File: src/oneshot_timer_defs.vh
// register offsets, field positions, codes and reset values of the timer
`ifndef ONESHOT_TIMER_DEFS_VH
`define ONESHOT_TIMER_DEFS_VH

// ----------------------------------------
// register offsets on the plain port
// ----------------------------------------
`define ADDR_PRESCALER 3'h0
`define ADDR_CAPCMP 3'h1
`define ADDR_MODE 3'h2
`define ADDR_OUTCTL 3'h3
`define ADDR_CYCLE 3'h4
`define ADDR_DUTY 3'h5
`define ADDR_COUNTER 3'h6

// ----------------------------------------
// field positions
// ----------------------------------------
`define PRM_CLK_LO 0
`define PRM_CLK_HI 1
`define PRM_ES_LO 4
`define PRM_ES_HI 5
`define CRC_CYC_CAP 0
`define CRC_DUTY_CAP 2
`define TMC_OVF 0
`define TMC_RUN_LO 2
`define TMC_RUN_HI 3
`define TOC_OUT_EN 0
`define TOC_LVR 2
`define TOC_LVS 3
`define TOC_OSP_EN 5
`define TOC_OSPT 6

// ----------------------------------------
// codes, read masks and reset values
// ----------------------------------------
`define RUN_STOP 2'h0
`define RUN_FREE 2'h1
`define RUN_EDGE 2'h2
`define RUN_MATCH 2'h3
`define EDGE_FALL 2'h0
`define EDGE_RISE 2'h1
`define EDGE_NONE 2'h2
`define EDGE_BOTH 2'h3
`define PRM_RD_MASK 16'h0033
`define CRC_RD_MASK 16'h0005
`define TMC_RD_MASK 16'h000D
`define TOC_RD_MASK 16'h0021
`define DIV_MASK0 8'h00
`define DIV_MASK1 8'h03
`define DIV_MASK2 8'h0F
`define DIV_MASK3 8'hFF
`define CNT_MAX 16'hFFFF
`define CNT_ZERO 16'h0000
`define REG_RST 16'h0000

`endif

File: src/oneshot_pulse_timer16.v
// 16-bit timer/event counter with one-shot pulse output
//
// Chosen here: the plain strobed port and the register addresses.
`timescale 1ns/10ps
`default_nettype none
`include "oneshot_timer_defs.vh"

// Notes on behaviour
// - edge-cleared one-shot: valid edge clears, starts; duty match sets, cycle clears
// - duty above cycle swaps roles; equal values are software's fault
// - edge select bits choose rising, falling or both edges of trigger
// - nonzero run mode starts counting at once; 00 stops it
// - start phase vs count clock gives up to one count period error
// - counter reads never lose a count
// - stopped timer neither counts nor raises match pulses
// - compare of 0000H matches on 0000H to 0001H step after wrap
// - compare below count is reached only after overflow
// - level set and level reset bits read as zero
// - software trigger bit clears itself and reads zero
// - one-shot only in free-running or edge-cleared mode
// - trigger edge still restarts counter in software one-shot mode
// - overflow flag set on FFFFH to 0000H step, cycle FFFFH too
// - clearing overflow flag before count reaches 0001H is undone
// - capture beats read and write of the capture register
// - software trigger bit clears, starts counter and runs pulse
module oneshot_pulse_timer16 (
    input wire mclk,
    input wire srst,
    input wire [2:0] reg_addr,
    input wire [15:0] reg_wdata,
    input wire reg_wr,
    input wire reg_rd,
    output reg [15:0] reg_rdata,
    input wire trigger_input,
    input wire second_capture_input,
    output reg pulse_output,
    output reg match_irq_cycle,
    output reg match_irq_duty
);

    // ----------------------------------------
    // edge decode
    // ----------------------------------------
    // valid edge of a filtered level under a two-bit edge selection
    function valid_edge;
        input prev;
        input cur;
        input [1:0] sel;
        begin
            if (sel == `EDGE_RISE) begin
                valid_edge = cur & ~prev;
            end else if (sel == `EDGE_FALL) begin
                valid_edge = prev & ~cur;
            end else if (sel == `EDGE_BOTH) begin
                valid_edge = prev ^ cur;
            end else begin
                valid_edge = 1'b0;
            end
        end
    endfunction

    // ----------------------------------------
    // state
    // ----------------------------------------
    reg [15:0] prescaler_reg;
    reg [15:0] capcmp_reg;
    reg [15:0] mode_reg;
    reg [15:0] outctl_reg;
    reg [15:0] cycle_reg;
    reg [15:0] duty_reg;
    reg [15:0] count_reg;
    reg [7:0] div_reg;
    reg ovf_reg;
    reg ovf_pend_reg;
    reg armed_reg;
    reg level_reg;
    reg t_s1_reg;
    reg t_s2_reg;
    reg t_s3_reg;
    reg t_lvl_reg;
    reg t_old_reg;
    reg c_s1_reg;
    reg c_s2_reg;
    reg c_s3_reg;
    reg c_lvl_reg;
    reg c_old_reg;

    reg [15:0] count_next;
    reg [15:0] cycle_next;
    reg [15:0] duty_next;
    reg ovf_next;
    reg armed_next;
    reg level_next;
    reg [15:0] rdata_next;
    reg [7:0] div_mask;

    wire [1:0] run_mode;
    wire [1:0] edge_sel;
    wire run;
    wire cap_cyc;
    wire cap_duty;
    wire osp_mode;
    wire wr_outctl;
    wire sw_fire;
    wire trig_edge;
    wire cap_edge;
    wire restart;
    wire tick;
    wire cyc_hit;
    wire duty_hit;
    wire set_hit;
    wire clr_hit;
    wire wrap;
    wire cap_cyc_ev;
    wire cap_duty_ev;

    assign run_mode = mode_reg[`TMC_RUN_HI:`TMC_RUN_LO];
    assign edge_sel = prescaler_reg[`PRM_ES_HI:`PRM_ES_LO];
    assign run = (run_mode != `RUN_STOP);
    assign cap_cyc = capcmp_reg[`CRC_CYC_CAP];
    assign cap_duty = capcmp_reg[`CRC_DUTY_CAP];

    // ----------------------------------------
    // pin synchronisers and noise filter
    // ----------------------------------------
    // a level is taken only once stages two and three agree
    always @(posedge mclk) begin
        if (srst) begin
            t_s1_reg <= 1'b0;
            t_s2_reg <= 1'b0;
            t_s3_reg <= 1'b0;
            t_lvl_reg <= 1'b0;
            t_old_reg <= 1'b0;
            c_s1_reg <= 1'b0;
            c_s2_reg <= 1'b0;
            c_s3_reg <= 1'b0;
            c_lvl_reg <= 1'b0;
            c_old_reg <= 1'b0;
        end else begin
            t_s1_reg <= trigger_input;
            t_s2_reg <= t_s1_reg;
            t_s3_reg <= t_s2_reg;
            if (t_s2_reg == t_s3_reg) begin
                t_lvl_reg <= t_s3_reg;
            end
            t_old_reg <= t_lvl_reg;
            c_s1_reg <= second_capture_input;
            c_s2_reg <= c_s1_reg;
            c_s3_reg <= c_s2_reg;
            if (c_s2_reg == c_s3_reg) begin
                c_lvl_reg <= c_s3_reg;
            end
            c_old_reg <= c_lvl_reg;
        end
    end

    // ----------------------------------------
    // prescaler
    // ----------------------------------------
    // free-running divider: a start lands at any phase of it,
    // so the first match may come up to one count period late
    always @* begin
        if (prescaler_reg[`PRM_CLK_HI:`PRM_CLK_LO] == 2'h0) begin
            div_mask = `DIV_MASK0;
        end else if (prescaler_reg[`PRM_CLK_HI:`PRM_CLK_LO] == 2'h1) begin
            div_mask = `DIV_MASK1;
        end else if (prescaler_reg[`PRM_CLK_HI:`PRM_CLK_LO] == 2'h2) begin
            div_mask = `DIV_MASK2;
        end else begin
            div_mask = `DIV_MASK3;
        end
    end

    always @(posedge mclk) begin
        if (srst) begin
            div_reg <= 8'h00;
        end else begin
            div_reg <= div_reg + 8'h01;
        end
    end

    assign tick = run && ((div_reg & div_mask) == div_mask);

    // ----------------------------------------
    // triggers, matches and captures
    // ----------------------------------------
    // one-shot is refused in clear-on-match mode: it overflows only with cycle FFFFH
    assign osp_mode = outctl_reg[`TOC_OSP_EN] &&
        (run_mode == `RUN_FREE || run_mode == `RUN_EDGE);
    assign wr_outctl = reg_wr && (reg_addr == `ADDR_OUTCTL);
    assign sw_fire = wr_outctl && reg_wdata[`TOC_OSPT] &&
        osp_mode;
    assign trig_edge = run && valid_edge(t_old_reg, t_lvl_reg,
        edge_sel);
    assign cap_edge = run && valid_edge(c_old_reg, c_lvl_reg, edge_sel);
    // the pin restarts the count even when software fires the pulse
    assign restart = sw_fire || (trig_edge &&
        (run_mode == `RUN_EDGE || osp_mode));
    // equality on a tick: the step value to value+1 is the match,
    // so a compare of zero hits on the step 0000H to 0001H
    assign cyc_hit = tick && !restart && !cap_cyc &&
        (count_reg == cycle_reg);
    assign duty_hit = tick && !restart && !cap_duty &&
        (count_reg == duty_reg);
    // lower compare value turns the pulse on, higher one turns it off
    assign set_hit = (duty_reg < cycle_reg) ? duty_hit : cyc_hit;
    assign clr_hit = (duty_reg < cycle_reg) ? cyc_hit : duty_hit;
    assign wrap = tick && !restart && (count_reg == `CNT_MAX);
    // both-edge selection disables capture into the cycle register
    assign cap_cyc_ev = cap_cyc && trig_edge && (edge_sel != `EDGE_BOTH);
    assign cap_duty_ev = cap_duty && cap_edge;

    // ----------------------------------------
    // counter and compare registers
    // ----------------------------------------
    always @* begin
        count_next = count_reg;
        if (!run) begin
            count_next = `CNT_ZERO;
        end else if (restart) begin
            count_next = `CNT_ZERO;
        end else if (tick) begin
            if (run_mode == `RUN_MATCH && cyc_hit) begin
                count_next = `CNT_ZERO;
            end else begin
                count_next = count_reg + 16'h0001;
            end
        end
    end

    // a capture overrides a write in the same cycle
    always @* begin
        cycle_next = cycle_reg;
        duty_next = duty_reg;
        if (cap_cyc_ev) begin
            cycle_next = count_reg;
        end else if (reg_wr && reg_addr == `ADDR_CYCLE) begin
            cycle_next = reg_wdata;
        end
        if (cap_duty_ev) begin
            duty_next = count_reg;
        end else if (reg_wr && reg_addr == `ADDR_DUTY) begin
            duty_next = reg_wdata;
        end
    end

    // ----------------------------------------
    // overflow flag
    // ----------------------------------------
    // pending bit lasts from the wrap until the step to 0001H;
    // a clear in that span is overridden, set always beats clear
    always @* begin
        ovf_next = ovf_reg;
        if (reg_wr && reg_addr == `ADDR_MODE) begin
            ovf_next = reg_wdata[`TMC_OVF];
        end
        if (wrap || ovf_pend_reg) begin
            ovf_next = 1'b1;
        end
    end

    // ----------------------------------------
    // pulse output
    // ----------------------------------------
    // equal compare values let the clear win; software must avoid it
    always @* begin
        armed_next = armed_reg;
        level_next = level_reg;
        if (restart && osp_mode) begin
            armed_next = 1'b1;
        end else if (armed_reg) begin
            if (set_hit) begin
                level_next = 1'b1;
            end
            if (clr_hit) begin
                level_next = 1'b0;
                armed_next = 1'b0;
            end
        end
        if (wr_outctl && reg_wdata[`TOC_LVS]) begin
            level_next = 1'b1;
        end
        if (wr_outctl && reg_wdata[`TOC_LVR]) begin
            level_next = 1'b0;
        end
        if (!run) begin
            armed_next = 1'b0;
        end
    end

    // ----------------------------------------
    // read mux
    // ----------------------------------------
    // the counter is sampled in one clock, counting goes on beside it
    always @* begin
        if (reg_addr == `ADDR_PRESCALER) begin
            rdata_next = prescaler_reg & `PRM_RD_MASK;
        end else if (reg_addr == `ADDR_CAPCMP) begin
            rdata_next = capcmp_reg & `CRC_RD_MASK;
        end else if (reg_addr == `ADDR_MODE) begin
            rdata_next = (mode_reg & `TMC_RD_MASK) |
                {15'h0000, ovf_reg};
        end else if (reg_addr == `ADDR_OUTCTL) begin
            rdata_next = outctl_reg & `TOC_RD_MASK;
        end else if (reg_addr == `ADDR_CYCLE) begin
            rdata_next = cycle_next;
        end else if (reg_addr == `ADDR_DUTY) begin
            rdata_next = duty_next;
        end else if (reg_addr == `ADDR_COUNTER) begin
            rdata_next = count_reg;
        end else begin
            rdata_next = 16'h0000;
        end
    end

    // ----------------------------------------
    // register update
    // ----------------------------------------
    // strobe bits are never stored, so they read back as zero
    always @(posedge mclk) begin
        if (srst) begin
            prescaler_reg <= `REG_RST;
            capcmp_reg <= `REG_RST;
            mode_reg <= `REG_RST;
            outctl_reg <= `REG_RST;
            cycle_reg <= `REG_RST;
            duty_reg <= `REG_RST;
            count_reg <= `CNT_ZERO;
            ovf_reg <= 1'b0;
            ovf_pend_reg <= 1'b0;
            armed_reg <= 1'b0;
            level_reg <= 1'b0;
            reg_rdata <= 16'h0000;
            pulse_output <= 1'b0;
            match_irq_cycle <= 1'b0;
            match_irq_duty <= 1'b0;
        end else begin
            if (reg_wr && reg_addr == `ADDR_PRESCALER) begin
                prescaler_reg <= reg_wdata & `PRM_RD_MASK;
            end
            if (reg_wr && reg_addr == `ADDR_CAPCMP) begin
                capcmp_reg <= reg_wdata & `CRC_RD_MASK;
            end
            if (reg_wr && reg_addr == `ADDR_MODE) begin
                mode_reg <= reg_wdata & `TMC_RD_MASK & 16'hFFFE;
            end
            if (wr_outctl) begin
                outctl_reg <= reg_wdata & `TOC_RD_MASK;
            end
            cycle_reg <= cycle_next;
            duty_reg <= duty_next;
            count_reg <= count_next;
            ovf_reg <= ovf_next;
            if (wrap) begin
                ovf_pend_reg <= 1'b1;
            end else if (tick || !run) begin
                ovf_pend_reg <= 1'b0;
            end
            armed_reg <= armed_next;
            level_reg <= level_next;
            if (reg_rd) begin
                reg_rdata <= rdata_next;
            end else begin
                reg_rdata <= 16'h0000;
            end
            pulse_output <= level_next & outctl_reg[`TOC_OUT_EN];
            // captures also raise the match pulse of their register
            match_irq_cycle <= cyc_hit || cap_cyc_ev;
            match_irq_duty <= duty_hit || cap_duty_ev;
        end
    end

endmodule
`default_nettype wire

File: config.mk
export PLATFORM = sky130hd
export DESIGN_NAME = oneshot_pulse_timer16
export DESIGN_NICKNAME = d
export VERILOG_FILES = /design/src/oneshot_pulse_timer16.v
export VERILOG_INCLUDE_DIRS = /design/src
export SDC_FILE = /design/constraint.sdc
export NUM_CORES = 1
export LEC_CHECK = 0
export BUFFER_PORTS_ARGS = -buffer_cell sky130_fd_sc_hd__clkbuf_2
export CAP_MARGIN = 20
export CORE_ASPECT_RATIO = 1.2
export CORE_MARGIN = 8
export CORE_UTILIZATION = 40
export CTS_CLUSTER_DIAMETER = 80
export DETAILED_ROUTE_END_ITERATION = 10
export SLEW_MARGIN = 5
export SYNTH_ARGS = -nofsm -noshare
export SYNTH_HDL_FRONTEND = slang
export SYNTH_SLANG_ARGS = --single-unit
File: constraint.sdc
create_clock -name mclk -period 2.3 [get_ports mclk]
set_input_delay 0.23 -clock mclk [delete_from_list [all_inputs] [get_ports mclk]]
set_output_delay 0.23 -clock mclk [all_outputs]
set_load 0.01 [all_outputs]
Yosys cells after proc, flatten, opt, wreduce, memory -nomap -nowiden:

Cells that the tools add are included.

* logic and storage cells: 150
* bits in writable memories: 0
* bits in registers: 99
* output and inout bits: 19
* latch bits: 0
* memory bits (read-only): 0
* memories kept: 0
* input bits: 25

* equal/unequal tests: 20
* mux-type cells: 36
* order comparisons: 1
* shift operators: 0
* bitwise logic cells: 15
* add/subtract/negate cells: 2
* divide/modulo/power cells: 0
* reductions and logical operators: 48
* multiply operators: 0

Operator list (count)
* 16-bit two-way mux: 10
* 16-bit equality test: 2
* 1-bit logical AND: 26
* 8-bit two-way mux: 3
* 1-bit two-way mux: 21
* 16-bit by 1-bit adder with 16-bit output, second input constant: 1
* 16-bit equality test, second input constant: 1
* 16-bit < comparator: 1
* 6-bit two-way mux: 2
* 3-bit equality test, second input constant: 3
* 8-bit by 1-bit adder with 8-bit output, second input constant: 1
* 8-bit bitwise AND: 1
* 2-bit equality test, second input constant: 4
* 8-bit equality test: 1
* 1-bit logical OR: 7
* 2-bit by 1-bit equality test with 1-bit output, second input constant: 3
* 3-bit by 2-bit equality test with 1-bit output, second input constant: 2
* 1-bit inverter: 6
* 2-bit nonzero test: 3
* 3-bit OR reduction: 2
* 1-bit bitwise AND: 5
* 1-bit zero test: 4
* 2-bit zero test: 2
* 4-bit by 1-bit OR with 4-bit output: 1
* 7 further kinds: 10

Logic depth before layout (Yosys ltp):

* word-level depth: 19
* depth in mapped cells: 11
* depth with buffers taken out: 9

Least setup slack after synthesis:

OpenSTA, ideal clock, no wires.

* path type: reg2reg
* from: reg mode_reg[2]
* to: reg ovf_reg
* data required time: 2.230 ns
* path buffers: 2
* path slack: -0.033 ns
* arrival time: 2.262 ns
* stages on the path, launching flop included: 10
* cells stage by stage: dfxtp_1 inv_1 ha_1 a211o_1 and2_4 buf_6 or4_1 buf_2 or3_1 a21oi_1

* cells in the longest elaborated chain, start to end: 11

RTL lines
* start: declaration: line oneshot_pulse_timer16.v:67 `reg [15:0] mode_reg;`
* start signal: assignment: line oneshot_pulse_timer16.v:324 `` mode_reg <= `REG_RST; ``
* start signal: assignment: line oneshot_pulse_timer16.v:345 `` mode_reg <= reg_wdata & `TMC_RD_MASK & 16'hFFFE; ``
* 2-bit by 1-bit equality test with 1-bit output (no source line) / 2-bit equality test (equally long branches)
* 1-bit logical OR (no source line)
* 1-bit logical AND: line oneshot_pulse_timer16.v:188 `` assign osp_mode = outctl_reg[`TOC_OSP_EN] && ``
* 1-bit logical OR: line oneshot_pulse_timer16.v:198 `` (run_mode == `RUN_EDGE || osp_mode)); ``
* 1-bit logical AND: line oneshot_pulse_timer16.v:197 `assign restart = sw_fire || (trig_edge &&`
* 1-bit logical OR: line oneshot_pulse_timer16.v:197
* 1-bit zero test: line oneshot_pulse_timer16.v:208 `` assign wrap = tick && !restart && (count_reg == `CNT_MAX); ``
* 1-bit logical AND * (2 in a row): line oneshot_pulse_timer16.v:208
* 1-bit logical OR *: line oneshot_pulse_timer16.v:257 `if (wrap || ovf_pend_reg) begin`
* 1-bit two-way mux / 2-bit nonzero test (equally long branches)
* end signal: assignment: line oneshot_pulse_timer16.v:353 `ovf_reg <= ovf_next;`
* end: declaration: line oneshot_pulse_timer16.v:73 `reg ovf_reg;`

Mark *: on every way between the ends. The rest lies on a longest branch, timed or not.
A chain may end at the register's enable or synchronous reset.

Worst setup path in the final report:

* from: reg t_old_reg
* to: reg reg_rdata[0]

* cells in the longest elaborated chain, start to end: 13

RTL lines
* start: declaration: line oneshot_pulse_timer16.v:81 `reg t_old_reg;`
* start signal: assignment: line oneshot_pulse_timer16.v:146 `t_old_reg <= t_lvl_reg;`
* 1-bit XOR: line oneshot_pulse_timer16.v:55 `valid_edge = prev ^ cur;`
* 1-bit two-way mux: line oneshot_pulse_timer16.v:54 `` end else if (sel == `EDGE_BOTH) begin ``
* 1-bit two-way mux: line oneshot_pulse_timer16.v:52 `` end else if (sel == `EDGE_FALL) begin ``
* 1-bit two-way mux *: line oneshot_pulse_timer16.v:50 `` if (sel == `EDGE_RISE) begin ``
* 1-bit logical AND *: line oneshot_pulse_timer16.v:193 `assign trig_edge = run && valid_edge(t_old_reg, t_lvl_reg,`
* 1-bit logical AND * (2 in a row): line oneshot_pulse_timer16.v:210 `` assign cap_cyc_ev = cap_cyc && trig_edge && (edge_sel != `EDGE_BOTH); ``
* 16-bit two-way mux *: line oneshot_pulse_timer16.v:235 `if (cap_cyc_ev) begin`
* 16-bit two-way mux *: line oneshot_pulse_timer16.v:305 `` end else if (reg_addr == `ADDR_CYCLE) begin ``
* 16-bit two-way mux *: line oneshot_pulse_timer16.v:303 `` end else if (reg_addr == `ADDR_OUTCTL) begin ``
* 16-bit two-way mux *: line oneshot_pulse_timer16.v:300 `` end else if (reg_addr == `ADDR_MODE) begin ``
* 6-bit two-way mux *: line oneshot_pulse_timer16.v:298 `` end else if (reg_addr == `ADDR_CAPCMP) begin ``
* 6-bit two-way mux *: line oneshot_pulse_timer16.v:296 `` if (reg_addr == `ADDR_PRESCALER) begin ``
* end signal: assignment: line oneshot_pulse_timer16.v:362 `reg_rdata <= rdata_next;`
* end: declaration: line oneshot_pulse_timer16.v:33 `output reg [15:0] reg_rdata,`

Marks and branches as above.

==> impl_metrics.env <==
export IMPL_grt_overflow_total=0
export IMPL_instances_no_fill=967
export IMPL_numClockSinks=99
export IMPL_fmax_mhz=447
export IMPL_mostFrequentLayoutCell="sky130_fd_sc_hd__nand2_1"
export IMPL_critPathMaxStageDelay_ns=0.35
export IMPL_postRouteWirelength_um=17600
export IMPL_critical_path_class="flip-flop to flip-flop"
export IMPL_dieHeight_um=146
export IMPL_critPathMaxFanout=11
export IMPL_timing_critical_path_to_type="flip-flop"
export IMPL_route_vias_total=5497
export IMPL_min_path_type="primary input to flip-flop"
export IMPL_final_period_utilization_pct=97.2
export IMPL_layout_nets=840
export IMPL_postSynth_topFlopCell="sky130_fd_sc_hd__dfxtp_1"
export IMPL_synth_seq_cells=99
export IMPL_postSynthNetCount=765
export IMPL_rsz_0062_raised_after_global_routing="true"
export IMPL_startpoint_type="flip-flop"
export IMPL_clk_root_buffer_cell="sky130_fd_sc_hd__clkbuf_16"
export IMPL_dieArea_um2=18200
export IMPL_holdBufCountCts=0
export IMPL_diodes=0
export IMPL_filler_cell_count=1343
export IMPL_cts_tree="built"
export IMPL_floorplan_io_pins=44
export IMPL_fin_util_pct=50.1
export IMPL_post_synth_num_cell_types=54
export IMPL_sequential_to_total_area_share_from_yosys_stat_pct=35.1
export IMPL_timing_hold_violations_final=0
export IMPL_port_buffers=43
export IMPL_fin_skew_ns=0.0111
export IMPL_post_route_drc_count=0
export IMPL_ff_latch_area_um2=1990
export IMPL_placementRows=47
export IMPL_routabilityCongestion=0.932
export IMPL_signal_arrival_time_at_the_worst_endpoint_ns=2.55
export IMPL_synth_enable_flop_cells=0
export IMPL_crit_path_cell_trace="inv_1, ha_1, or2_2, a31oi_1, or3_1, buf_6, buf_4, nor2_1, a21o_1, a211oi_1, o21a_1"
export IMPL_placement_setup_worst_slack_ns=-0.109
export IMPL_drv_max_cap_violation_count=0
export IMPL_ir_drop_mv=0.333
export IMPL_detail_route_iter0_violations=492
export IMPL_initial_standard_cell_utilization_of_the_core_pct=40.9
export IMPL_setup_violations_final=0
export IMPL_grt_pass1_vias=5358
export IMPL_total_leakage_power_nw=2.90
export IMPL_ant_nets=0
export IMPL_die_width_um=124
export IMPL_clock_tree_buffer_depth=2
export IMPL_viasPerCell=5.68
export IMPL_tightest_slew_ns=0.589
export IMPL_finalCriticalPeriod_ns=2.24
export IMPL_totalPowerFinal_mw=3.71
export IMPL_dp_final_hpwl_um=13100
export IMPL_timing_critical_path_slowest_stage_cell="sky130_fd_sc_hd__dfxtp_1"
export IMPL_path_delay_family="compound AO/OA/AOI/OAI gates"
export IMPL_worst_endpoint_required_ns=2.61
export IMPL_postSynthAreaPerCell_um2=7.88
export IMPL_dp_cells=949
export IMPL_synth_warnings=0
export IMPL_layout_setup_ws_ns=0.0649
export IMPL_dr_wl_cell_um=18.2
export IMPL_post_synth_inst_count=716
export IMPL_first_pass_grt_wire_length_um=27900
export IMPL_clock_latency_of_the_later_clocked_register_in_the_worst_skew_pair_ns=0.37
export IMPL_synth_cell_area_um2=5650
export IMPL_numCtsBuffers=9
export IMPL_area_growth_syn_to_layout_pct=22.6
export IMPL_final_cell_mix="sky130_fd_sc_hd__nand2_1 (105), sky130_fd_sc_hd__dfxtp_1 (94), sky130_fd_sc_hd__nor2_1 (80), sky130_fd_sc_hd__buf_4 (76), sky130_fd_sc_hd__xor2_1 (44)"
export IMPL_number_of_search_and_repair_iterations_in_the_first_detailed_routing_pass=5
export IMPL_grt_usage_pct=18.9
export IMPL_final_layout_size_suffix_gt1_share_pct=21.7
export IMPL_power_density_nw_per_um2=537
export IMPL_coreArea_um2=13800
export IMPL_cts_reportedPaths_clkPinSlew_ns=0.08
export IMPL_status="complete, no violations"
export IMPL_async_reset_ff_share_pct=0
export IMPL_number_of_antenna_violations_at_the_first_check_in_global_routing=0
export IMPL_crit_path_buffers_inverters=3
export IMPL_maximum_level_of_the_cts_h_tree=3
export IMPL_area_of_the_multi_input_gates_um2=3490
export IMPL_worst_slew_margin_rel_pct=60.7
export IMPL_timing_max_transition_violations_final=0
export IMPL_grt_max_degree=31
## cell usage after synthesis (2+ instances only)
cell,instances,area [um2]
sky130_fd_sc_hd__nor2_1,81,304
sky130_fd_sc_hd__and4b_1,2,20.0
sky130_fd_sc_hd__a211o_1,4,35.0
sky130_fd_sc_hd__o21ai_0,14,70.1
sky130_fd_sc_hd__nor4_1,6,37.5
sky130_fd_sc_hd__nand4_1,9,56.3
sky130_fd_sc_hd__nand2b_1,13,81.3
sky130_fd_sc_hd__nor3_1,15,75.1
sky130_fd_sc_hd__o22ai_1,2,12.5
sky130_fd_sc_hd__a31oi_1,2,12.5
sky130_fd_sc_hd__and3_1,6,37.5
sky130_fd_sc_hd__buf_1,7,26.3
sky130_fd_sc_hd__a21boi_0,2,15.0
sky130_fd_sc_hd__ha_1,24,300
sky130_fd_sc_hd__nor3b_1,5,37.5
sky130_fd_sc_hd__o21a_1,3,22.5
sky130_fd_sc_hd__a311oi_1,35,307
sky130_fd_sc_hd__a211oi_1,5,37.5
sky130_fd_sc_hd__mux2i_1,22,220
sky130_fd_sc_hd__nor2b_1,9,56.3
sky130_fd_sc_hd__o211ai_1,10,75.1
sky130_fd_sc_hd__a22o_1,2,17.5
sky130_fd_sc_hd__xnor2_1,7,61.3
sky130_fd_sc_hd__nand2_1,105,394
sky130_fd_sc_hd__nand3_1,15,75.1
sky130_fd_sc_hd__buf_2,7,35.0
sky130_fd_sc_hd__or2_2,3,18.8
sky130_fd_sc_hd__inv_1,27,101
sky130_fd_sc_hd__xor2_1,44,385
sky130_fd_sc_hd__and2_1,3,18.8
sky130_fd_sc_hd__dfxtp_1,99,1980
sky130_fd_sc_hd__or3_1,3,18.8
sky130_fd_sc_hd__a221oi_1,5,43.8
sky130_fd_sc_hd__nand3b_1,10,75.1
sky130_fd_sc_hd__a21oi_1,45,225
sky130_fd_sc_hd__mux2_2,2,22.5
sky130_fd_sc_hd__a21o_1,4,30.0
sky130_fd_sc_hd__clkbuf_1,43,161
## worst paths after layout
| path | startpoint | end | slack [ns] | cells past startpoint |
|---|---|---|---|---|
| setup / recovery | t_old_reg | reg_rdata[0] | 0.06 | 11 |
| hold / removal | trigger_input | t_s1_reg | 0.07 | 2 |
| setup reg to reg | t_old_reg | reg_rdata[0] | 0.06 | 11 |
| hold reg to reg | t_s3_reg | t_lvl_reg | 0.45 | 2 |
## per-layer routing
layer / track usage [%] / part of all wire, %
met1: 21.6 / 41
met3: 3.15 / 5.1
met2: 33.3 / 51
met4: 8.87 / 3.2
met5: 0 / 0
## worst register-to-register path: cells and delay by family (launching register included)
| kind | cells | cell delay (ns) |
|---|---|---|
| AOI/OAI and AO/OA | 4 | 0.87 |
| and+or+nand+nor | 3 | 0.48 |
| DFF | 1 | 0.35 |
| buffers and inverters | 3 | 0.34 |
| adders and majority gates | 1 | 0.16 |
## timing repair
| action | in CTS | in global routing |
|---|---|---|
| pin swaps | 1 | 14 |
| buffers inserted | 0 | 2 |
| resized for setup | 8 | 27 |
| setup endpoints to repair | 3 | 23 |
## cell type report
type	count	area share [%]
Clock buffer	9	3.25
Clock inverter	7	0.886
Inverter	28	1.52
Multi-Input combinational cell	531	50.4
Sequential cell	99	28.7
Tap cell	171	3.09
Timing Repair Buffer	122	12.1
## per-stage QoR
step	setup TNS, ns	cell area (um2)	hold WS [ns]
6_report	0	6920	0.0668
5_1_grt	-0.159	6920	0.0682
4_1_cts	0	6760	0.0662
3_5_place_dp	-0.151	6450	0.425
3_3_place_gp	0	6450	0.434
2_1_floorplan	0	5650	0.358
## cells by family (layout without fill, tap and decap cells)
kind of cell,count (synthesis),in the layout,synth area share [%]
flops,99,99,35.1
fa+ha+maj,24,24,5.32
compound gates,141,141,17.3
buf+inv,86,166,6.01
xor+xnor,51,51,7.91
mux,24,24,4.30
simple gates,291,291,24.1
## report_power, final
part | leakage [nW] | total [mW] | switching, mW | internal, mW
logic | 1.96 | 0.450 | 0.257 | 0.193
registers | 0.804 | 1.77 | 0.0241 | 1.74
clock network | 0.139 | 1.50 | 0.744 | 0.753
total | 2.90 | 3.71 | 1.03 | 2.69
Power figures use the tool's default switching activity.
